==> src/pbr_map.svh <==
`ifndef PBR_MAP_SVH
`define PBR_MAP_SVH
// Port register byte addresses.
`define PBR_ANSEL_OFS 16'h6100
`define PBR_DIR_OFS 16'h6110
`define PBR_PIN_OFS 16'h6120
`define PBR_LAT_OFS 16'h6130
`define PBR_ODC_OFS 16'h6140
`define PBR_PU_OFS 16'h6150
`define PBR_PD_OFS 16'h6160
`define PBR_CNCON_OFS 16'h6170
`define PBR_CNEN_OFS 16'h6180
`define PBR_CNSTAT_OFS 16'h6190
// Alias offsets added to a port register address.
`define PBR_CLR_OFS 4'h4
`define PBR_SET_OFS 4'h8
`define PBR_INV_OFS 4'hC
// Input selection registers, one word per peripheral input.
`define PBR_SEL_BASE 16'h6200
`define PBR_SEL_PAGE 11'h310
`define PBR_NUM_IN 8
`define PBR_SEL_W 4
`define PBR_SEL_NONE 4'hF
// Implemented bit masks and reset values.
`define PBR_MASK_FULL 16'hFFFF
`define PBR_MASK_REDUCED 16'hEFBF
`define PBR_ANSEL_MASK 16'hF00F
`define PBR_ANSEL_RST 16'hE00F
`define PBR_ZERO_RST 16'h0000
`define PBR_CNCON_MASK 16'hA000
`define PBR_CNCON_ON_BIT 15
`define PBR_CNCON_IDLE_BIT 13
`endif

==> src/pbr_pkg.sv <==
package pbr_pkg;
  typedef logic [3:0] pbr_sel_t;
  typedef enum logic [1:0] {
    pbr_op_base = 2'h0,
    pbr_op_clr = 2'h1,
    pbr_op_set = 2'h2,
    pbr_op_inv = 2'h3
  } pbr_op_t;
  typedef struct packed {
    logic [15:0] out;
    logic [15:0] oe;
  } pbr_pad_t;
  typedef struct packed {
    logic [15:0] analog;
    logic [15:0] pull_up;
    logic [15:0] pull_down;
  } pbr_pad_cfg_t;
endpackage

==> src/pbr_port.sv <==
`timescale 1ns/1ps
`default_nettype none
`include "pbr_map.svh"
// Functional notes
// - Each peripheral input owns a selection register choosing its pin.
// - Selection fields are four bits wide.
// - Field value n, 0 to 14, connects remappable pin n to the owning peripheral input.
// - Each port register has clear, set, invert aliases at +0x4, +0x8, +0xC.
// - Reduced-pin variant resets direction to 0x0000EFBF.
// - Pin value and latch have no guaranteed reset contents.
// - Unimplemented bits, all upper sixteen bits, read zero and ignore writes.
// - Remappable inputs have no default pin until assigned.
// - Remapped peripheral beats other digital pin functions, never analog ones.
module pbr_port #(
  parameter bit REDUCED_PINS = 1'b0
) (
  input wire logic aclk,
  input wire logic aresetn,
  input wire logic [15:0] s_axi_awaddr,
  input wire logic s_axi_awvalid,
  output logic s_axi_awready,
  input wire logic [31:0] s_axi_wdata,
  input wire logic [3:0] s_axi_wstrb,
  input wire logic s_axi_wvalid,
  output logic s_axi_wready,
  output logic [1:0] s_axi_bresp,
  output logic s_axi_bvalid,
  input wire logic s_axi_bready,
  input wire logic [15:0] s_axi_araddr,
  input wire logic s_axi_arvalid,
  output logic s_axi_arready,
  output logic [31:0] s_axi_rdata,
  output logic [1:0] s_axi_rresp,
  output logic s_axi_rvalid,
  input wire logic s_axi_rready,
  input wire logic [15:0] pin_in,
  output pbr_pkg::pbr_pad_t pad,
  output pbr_pkg::pbr_pad_cfg_t pad_cfg,
  output logic [`PBR_NUM_IN-1:0] periph_in
);
  localparam logic [15:0] IMASK = REDUCED_PINS ? `PBR_MASK_REDUCED : `PBR_MASK_FULL;
  localparam logic [15:0] AMASK = `PBR_ANSEL_MASK & IMASK;

  logic [15:0] anlg_r;
  logic [15:0] dir_r;
  logic [15:0] lat_r;
  logic [15:0] odc_r;
  logic [15:0] pu_r;
  logic [15:0] pd_r;
  logic [15:0] cncon_r;
  logic [15:0] cnen_r;
  logic [15:0] cnstat_r;
  logic [15:0] prev_r;
  logic [15:0] sync1_r;
  logic [15:0] sync2_r;
  logic [15:0] sync3_r;
  logic [15:0] filt_r;
  logic [`PBR_NUM_IN*`PBR_SEL_W-1:0] sel_r;
  logic [15:0] awaddr_r;
  logic aw_held_r;
  logic [31:0] wdata_r;
  logic [3:0] wstrb_r;
  logic w_held_r;
  logic do_write;
  logic do_read;
  logic [15:0] dig_in;
  logic [15:0] claimed;
  logic [15:0] drive;
  logic [15:0] cn_set;
  logic cn_clr;
  logic [31:0] rd_word;
  logic rd_ok;
  logic wr_ok;
  pbr_pkg::pbr_op_t wr_op;
  logic [11:0] wr_reg;
  logic [2:0] wr_sel;

  // Applies a base or alias write under byte strobes and the implemented mask.
  function automatic logic [15:0] apply_wr(
    input logic [15:0] old,
    input logic [31:0] wd,
    input logic [3:0] strb,
    input pbr_pkg::pbr_op_t op,
    input logic [15:0] mask
  );
    logic [15:0] m;
    logic [15:0] d;
    m = {{8{strb[1]}}, {8{strb[0]}}} & mask;
    d = wd[15:0] & m;
    case (op)
      pbr_pkg::pbr_op_clr: apply_wr = old & ~d;
      pbr_pkg::pbr_op_set: apply_wr = old | d;
      pbr_pkg::pbr_op_inv: apply_wr = old ^ d;
      default: apply_wr = (old & ~m) | d;
    endcase
  endfunction

  // True when a byte address names a port register, alias, or selection word.
  function automatic logic is_mapped(input logic [15:0] a);
    logic port_hit;
    logic sel_hit;
    port_hit = (a[15:4] >= `PBR_ANSEL_OFS >> 4) && (a[15:4] <= `PBR_CNSTAT_OFS >> 4);
    sel_hit = (a[15:5] == `PBR_SEL_PAGE);
    is_mapped = (a[1:0] == 2'h0) && (port_hit || sel_hit);
  endfunction

  // Write address and data are taken independently and held until both exist.
  assign s_axi_awready = !aw_held_r;
  assign s_axi_wready = !w_held_r;
  assign do_write = aw_held_r && w_held_r && !s_axi_bvalid;
  assign wr_op = pbr_pkg::pbr_op_t'(awaddr_r[3:2]);
  assign wr_reg = awaddr_r[15:4];
  assign wr_sel = awaddr_r[4:2];
  assign wr_ok = is_mapped(awaddr_r);

  // Write channel holding registers and the write response.
  always_ff @(posedge aclk)
  begin
    if (!aresetn)
    begin
      aw_held_r <= 1'b0;
      w_held_r <= 1'b0;
      awaddr_r <= 16'h0000;
      wdata_r <= 32'h0000_0000;
      wstrb_r <= 4'h0;
      s_axi_bvalid <= 1'b0;
      s_axi_bresp <= 2'h0;
    end
    else
    begin
      if (s_axi_awvalid && s_axi_awready)
      begin
        aw_held_r <= 1'b1;
        awaddr_r <= s_axi_awaddr;
      end
      if (s_axi_wvalid && s_axi_wready)
      begin
        w_held_r <= 1'b1;
        wdata_r <= s_axi_wdata;
        wstrb_r <= s_axi_wstrb;
      end
      if (do_write)
      begin
        aw_held_r <= 1'b0;
        w_held_r <= 1'b0;
        s_axi_bvalid <= 1'b1;
        s_axi_bresp <= wr_ok ? 2'h0 : 2'h2;
      end
      else if (s_axi_bvalid && s_axi_bready)
        s_axi_bvalid <= 1'b0;
    end
  end

  // Configuration registers; aliases apply to every port register except the change status, which ignores writes.
  always_ff @(posedge aclk)
  begin
    if (!aresetn)
    begin
      anlg_r <= `PBR_ANSEL_RST & AMASK;
      dir_r <= IMASK;
      lat_r <= `PBR_ZERO_RST;
      odc_r <= `PBR_ZERO_RST;
      pu_r <= `PBR_ZERO_RST;
      pd_r <= `PBR_ZERO_RST;
      cncon_r <= `PBR_ZERO_RST;
      cnen_r <= `PBR_ZERO_RST;
      sel_r <= {`PBR_NUM_IN{`PBR_SEL_NONE}};
    end
    else if (do_write && wr_ok)
    begin
      case (wr_reg)
        `PBR_ANSEL_OFS >> 4: anlg_r <= apply_wr(anlg_r, wdata_r, wstrb_r, wr_op, AMASK);
        `PBR_DIR_OFS >> 4: dir_r <= apply_wr(dir_r, wdata_r, wstrb_r, wr_op, IMASK);
        // Writes to the pin value register land in the output latch.
        `PBR_PIN_OFS >> 4,
        `PBR_LAT_OFS >> 4: lat_r <= apply_wr(lat_r, wdata_r, wstrb_r, wr_op, IMASK);
        `PBR_ODC_OFS >> 4: odc_r <= apply_wr(odc_r, wdata_r, wstrb_r, wr_op, IMASK);
        `PBR_PU_OFS >> 4: pu_r <= apply_wr(pu_r, wdata_r, wstrb_r, wr_op, IMASK);
        `PBR_PD_OFS >> 4: pd_r <= apply_wr(pd_r, wdata_r, wstrb_r, wr_op, IMASK);
        `PBR_CNCON_OFS >> 4:
          cncon_r <= apply_wr(cncon_r, wdata_r, wstrb_r, wr_op, `PBR_CNCON_MASK);
        `PBR_CNEN_OFS >> 4: cnen_r <= apply_wr(cnen_r, wdata_r, wstrb_r, wr_op, IMASK);
        default:
        begin
          // Selection words take a plain write of their low field.
          if ((wr_reg[11:1] == `PBR_SEL_PAGE) && wstrb_r[0])
            sel_r[wr_sel*`PBR_SEL_W +: `PBR_SEL_W] <= wdata_r[`PBR_SEL_W-1:0];
        end
      endcase
    end
  end

  // Pin inputs pass three flops; a change counts once stages two and three agree.
  always_ff @(posedge aclk)
  begin
    if (!aresetn)
    begin
      sync1_r <= 16'h0000;
      sync2_r <= 16'h0000;
      sync3_r <= 16'h0000;
      filt_r <= 16'h0000;
    end
    else
    begin
      sync1_r <= pin_in;
      sync2_r <= sync1_r;
      sync3_r <= sync2_r;
      filt_r <= (sync2_r & sync3_r) | (filt_r & (sync2_r ^ sync3_r));
    end
  end

  // Analog-selected pins present zero on the digital input path.
  assign dig_in = filt_r & ~anlg_r & IMASK;

  pbr_input_router u_router (
    .aclk(aclk),
    .aresetn(aresetn),
    .pin_level(dig_in),
    .pin_usable(IMASK & ~anlg_r),
    .sel_flat(sel_r),
    .periph_in(periph_in),
    .pin_claimed(claimed)
  );

  // A claimed pin stops driving so the remapped input owns it.
  assign drive = ~dir_r & ~claimed & IMASK;

  // Pad drive and configuration, registered; open drain only pulls low.
  always_ff @(posedge aclk)
  begin
    if (!aresetn)
    begin
      pad <= '0;
      pad_cfg <= '0;
    end
    else
    begin
      pad.out <= lat_r & ~odc_r & IMASK;
      pad.oe <= drive & ~(odc_r & lat_r);
      pad_cfg.analog <= anlg_r;
      pad_cfg.pull_up <= pu_r;
      pad_cfg.pull_down <= pd_r;
    end
  end

  // Change notice events; a new event wins over a read-clear in the same cycle.
  assign cn_set = (dig_in ^ prev_r) & cnen_r & {16{cncon_r[`PBR_CNCON_ON_BIT]}};
  assign cn_clr = do_read && (s_axi_araddr[15:4] == `PBR_PIN_OFS >> 4);
  always_ff @(posedge aclk)
  begin
    if (!aresetn)
    begin
      prev_r <= 16'h0000;
      cnstat_r <= 16'h0000;
    end
    else
    begin
      prev_r <= dig_in;
      cnstat_r <= ((cn_clr ? 16'h0000 : cnstat_r) | cn_set) & IMASK;
    end
  end

  // Read data selection; alias addresses read the base register.
  always_comb
  begin
    rd_word = 32'h0000_0000;
    rd_ok = is_mapped(s_axi_araddr);
    case (s_axi_araddr[15:4])
      `PBR_ANSEL_OFS >> 4: rd_word[15:0] = anlg_r;
      `PBR_DIR_OFS >> 4: rd_word[15:0] = dir_r;
      `PBR_PIN_OFS >> 4: rd_word[15:0] = dig_in;
      `PBR_LAT_OFS >> 4: rd_word[15:0] = lat_r;
      `PBR_ODC_OFS >> 4: rd_word[15:0] = odc_r;
      `PBR_PU_OFS >> 4: rd_word[15:0] = pu_r;
      `PBR_PD_OFS >> 4: rd_word[15:0] = pd_r;
      `PBR_CNCON_OFS >> 4: rd_word[15:0] = cncon_r;
      `PBR_CNEN_OFS >> 4: rd_word[15:0] = cnen_r;
      `PBR_CNSTAT_OFS >> 4: rd_word[15:0] = cnstat_r;
      default:
      begin
        if (s_axi_araddr[15:5] == `PBR_SEL_PAGE)
          rd_word[`PBR_SEL_W-1:0] = sel_r[s_axi_araddr[4:2]*`PBR_SEL_W +: `PBR_SEL_W];
      end
    endcase
    if (!rd_ok)
      rd_word = 32'h0000_0000;
  end

  // Read channel: one read at a time, data registered on acceptance.
  assign s_axi_arready = !s_axi_rvalid;
  assign do_read = s_axi_arvalid && s_axi_arready;
  always_ff @(posedge aclk)
  begin
    if (!aresetn)
    begin
      s_axi_rvalid <= 1'b0;
      s_axi_rdata <= 32'h0000_0000;
      s_axi_rresp <= 2'h0;
    end
    else if (do_read)
    begin
      s_axi_rvalid <= 1'b1;
      s_axi_rdata <= rd_word;
      s_axi_rresp <= rd_ok ? 2'h0 : 2'h2;
    end
    else if (s_axi_rvalid && s_axi_rready)
      s_axi_rvalid <= 1'b0;
  end
endmodule
`default_nettype wire

==> src/pbr_input_router.sv <==
`timescale 1ns/1ps
`default_nettype none
`include "pbr_map.svh"
module pbr_input_router (
  input wire logic aclk,
  input wire logic aresetn,
  input wire logic [15:0] pin_level,
  input wire logic [15:0] pin_usable,
  input wire logic [`PBR_NUM_IN*`PBR_SEL_W-1:0] sel_flat,
  output logic [`PBR_NUM_IN-1:0] periph_in,
  output logic [15:0] pin_claimed
);
  logic [15:0] hit [`PBR_NUM_IN];
  // Each peripheral input decodes its own field into a one-hot pin choice.
  genvar k;
  generate
    for (k = 0; k < `PBR_NUM_IN; k++)
    begin : g_in
      pbr_pkg::pbr_sel_t code;
      assign code = sel_flat[k*`PBR_SEL_W +: `PBR_SEL_W];
      // The unassigned code selects no pin at all.
      assign hit[k] = (code == `PBR_SEL_NONE) ? 16'h0000 :
        ((16'h0001 << code) & pin_usable);
      // The routed level is registered toward the peripheral.
      always_ff @(posedge aclk)
      begin
        if (!aresetn)
          periph_in[k] <= 1'b0;
        else
          periph_in[k] <= |(hit[k] & pin_level);
      end
    end
  endgenerate
  // A pin is claimed while any peripheral input has selected it and the pin is implemented and not analog-selected.
  always_comb
  begin
    pin_claimed = 16'h0000;
    for (int i = 0; i < `PBR_NUM_IN; i++)
      pin_claimed = pin_claimed | hit[i];
  end
endmodule
`default_nettype wire

==> config.mk <==
export PLATFORM = sky130hd
export DESIGN_NAME = pbr_port
export DESIGN_NICKNAME = d
export VERILOG_FILES = /design/src/pbr_pkg.sv /design/src/pbr_port.sv /design/src/pbr_input_router.sv
export VERILOG_INCLUDE_DIRS = /design/src /design/src/src
export SDC_FILE = /design/constraint.sdc
export NUM_CORES = 1
export LEC_CHECK = 0
export BUFFER_PORTS_ARGS = -buffer_cell sky130_fd_sc_hd__buf_2
export CORE_UTILIZATION = 54
export DETAILED_ROUTE_END_ITERATION = 6
export MAX_ROUTING_LAYER = met4
export PLACE_DENSITY = 0.84
export REMOVE_ABC_BUFFERS = 1
export SLEW_MARGIN = 20
export SYNTH_ARGS = -nofsm -noshare
export SYNTH_HDL_FRONTEND = slang
export SYNTH_SLANG_ARGS = --single-unit
==> constraint.sdc <==
create_clock -name aclk -period 2.08 [get_ports aclk]
set_input_delay 0.208 -clock aclk [delete_from_list [all_inputs] [get_ports aclk]]
set_output_delay 0.208 -clock aclk [all_outputs]
set_load 0.01 [all_outputs]
==> flow_metrics.py <==
metrics = {
    "run_status": {
        "status": "complete, but fails checks",
        "violations": "setup timing",
    },
    "timing": {
        "finalMaxSlewViolations": 0,
        "max-slew-margin-rel_pct": 42.6,
        "fmax_mhz": 456,
        "setup_viol": 26,
        "tightest_slew_ns": 0.860,
        "rsz0062_at_grt": "true",
        "finalHoldViolations": 0,
        "period_minus_slack_ns": 2.19,
        "clock_skew_ns": 0.0368,
        "setup_tns_ns": -1.54,
        "setup_slack_ns": -0.112,
        "fin_crit_sh_pct": 105,
    },
    "synth": {
        "synth-edff-count": 0,
        "netlist_area_um2": 19500,
        "async_flop_share_pct": 0,
        "ys_seq_area_share_pct": 38.0,
        "netlist-cell-type-count": 90,
        "syn_avg_cell_area_um2": 8.68,
        "yosysWarnings": 0,
        "synth_cells": 2245,
        "yosys_register_bits": 370,
        "synth-main-ff-cell": "dfxtp_1",
    },
    "place": {
        "portBuffers": 175,
        "routabilityCongestion": 1.03,
        "dp.cells": 2954,
        "dpl_worst_slack_ns": -0.209,
        "post-dp-hpwl_mm": 56.0,
    },
    "setup_path": {
        "crit_top_cell": "buf_4",
        "start_kind": "flop",
        "path_max_fanout": 16,
        "cp_slowest_stage_delay_ns": 0.33,
        "critical_path.top_delay_family": "simple AND/OR/NAND/NOR gates",
        "worstPathArrival_ns": 2.72,
        "crit_cells": 8,
        "cp-end-kind": "flop",
        "slowest_stage": "dfxtp_2",
        "rr_worst_depth": 8,
        "path_cells": "nor4_4 > buf_4 > nand4_1 > buf_4 > or2_4 > nor3_4 > buf_12 > a22o_1",
        "path_buf_inv": 3,
        "crit_type": "reg -> reg",
        "cp.required_ns": 2.61,
    },
    "clock_network": {
        "tritoncts": "built",
        "clock_path_buffers": 3,
        "cts.clk_slew.worst_paths_ns": 0.06,
        "insertion_delay_ns": 0.59,
        "cts_sinks": 370,
        "cts_buffers": 40,
        "cts-root-buf": "clkbuf_16",
        "htree_levels": 2,
    },
    "floorplanning": {
        "coreArea_um2": 35600,
        "rows": 69,
        "initial_core_util_pct": 54.8,
        "dieArea_um2": 36800,
        "die_w_um": 192,
        "ios": 220,
        "dieHeight_um": 192,
    },
    "layout": {
        "layout_commonest_cell": "dfxtp_1",
        "drive_gt1_share_pct": 22.9,
        "final_cell_mix": "dfxtp_1 (357), nand2_1 (265), buf_4 (240), buf_2 (175), inv_1 (141)",
        "regMostFlops": "pad_cfg",
        "final_nets": 2819,
        "largest_register_ffs": 40,
        "layout.cells.non_filler": 3095,
        "reg_top3": "pad_cfg: 40 flops, pad: 32 flops, sel_r: 32 flops",
        "area_growth_pct": 26.0,
    },
    "global_route": {
        "grt_pass1_wl_mm": 115,
        "grtUsageTotal_pct": 43.3,
        "grt_pass1_vias": 19154,
        "grt_overflow": 0,
        "grt_max_degree": 107,
        "antenna_found_initial": 0,
    },
    "min_path": {
        "hp-class": "in -> reg",
        "hold_depth": 3,
    },
    "drt": {
        "highest_layer": "met4",
        "drc": 0,
        "met3RoutedLength_mm": 8.74,
        "vias": 20227,
        "wl_mm": 79.8,
        "antenna_left": 0,
        "vias_per_cell": 6.54,
        "wire_per_inst_um": 25.8,
        "m1WireLength_mm": 28.9,
        "firstDrtPassIters": 6,
        "met2_length_mm": 36.5,
        "drtIter0Drc": 2319,
    },
    "power": {
        "powerDensity_nw_per_um2": 670,
        "power.leakage_uw": 0.0107,
        "peakVddDrop_mv": 0.770,
    },
    "run": {
        "cap_violations": 0,
    },
}
[metal layers]
metal  up-vias  global-route usage [%]
met2      1509                    68.6
met3       426                    7.91
met1      9536                    51.1
met4         0                    25.8
met5         -                       -
li1       8756                       -
[through the flow]
step                instance area [µm²]  total power, µW  utilization [%]  hold WS (ns)
finish                            24500            16400             69.0        0.0646
global route                      24500            16800             69.0        0.0666
CTS                               24300            16300             68.3        0.0213
detailed placement                22200             8440             62.5         0.417
global placement                  22200             8400             62.5         0.413
floorplan                         18600             7860                -         0.270
[cell usage after synthesis, types with 15 or more instances]
library cell,n,area (µm²)
dfxtp_1,370,7410
nor4_1,15,93.8
o21ai_1,17,85.1
nor2b_1,42,263
o22ai_1,17,106
o21ai_0,88,440
inv_1,144,541
a221o_1,20,200
buf_2,21,105
buf_1,18,67.6
nor3_1,24,120
a221oi_1,101,885
nor2_1,118,443
nand2_1,268,1010
clkbuf_1,133,499
ha_1,127,1590
nand2b_1,37,231
o221ai_1,18,158
and3_1,22,138
a22oi_1,26,195
a31oi_1,19,119
nand3_1,35,175
mux2i_1,59,591
a21oi_1,85,425
a32oi_1,24,210
a22o_1,23,201
and2_1,99,619
buf_4,26,195
o211ai_1,16,120
[kinds of logic after synthesis]
family | count (synthesis) | share of synthesized area (%)
AND/OR/NAND/NOR | 742 | 19.6
AO/OA/AOI/OAI | 561 | 20.9
flip-flops | 370 | 38.0
buffers and inverters | 347 | 7.59
adder cells (fa/ha/maj) | 127 | 8.16
multiplexers | 81 | 4.94
XOR/XNOR | 16 | 0.719
other | 1 | 0.0193
[final timing paths]
check / start / to / slack, ns
hold reg to reg: sync1_r[3] / sync2_r[3] / 0.43
setup reg to reg: awaddr_r[12] / pu_r[15] / -0.11
setup / recovery: awaddr_r[12] / pu_r[15] / -0.11
hold / removal: aresetn / wdata_r[10] / 0.06
[where the power goes]
| part | internal, µW | switching [µW] |
|---|---|---|
| clock network | 4780 | 3180 |
| registers | 7180 | 65.4 |
| logic | 475 | 763 |
| total | 12400 | 4010 |
[worst min-delay path, cell delays in order]
cell	delay, ns
buf_4	0.14
clkinv_2	0.18
a21oi_1	0.06
[timing repair]
action	4_1_cts	5_1_grt
gates resized for setup	10	66
endpoints found under the hold margin	54	0
pin swaps	3	10
setup buffers	3	7
endpoints found under the setup margin	46	103
gates cloned	0	2
hold buffers	54	0
[final cells by class]
type,instances,area [µm²]
Multi-Input combinational cell,1553,10900
Clock buffer,56,1150
Fill cell,2711,11000
Sequential cell,370,7430
Tap cell,461,577
Timing Repair Buffer,492,3660
Inverter,144,542
Clock inverter,18,317
Antenna cell,1,2.50
Power figures use the tool's default switching activity.
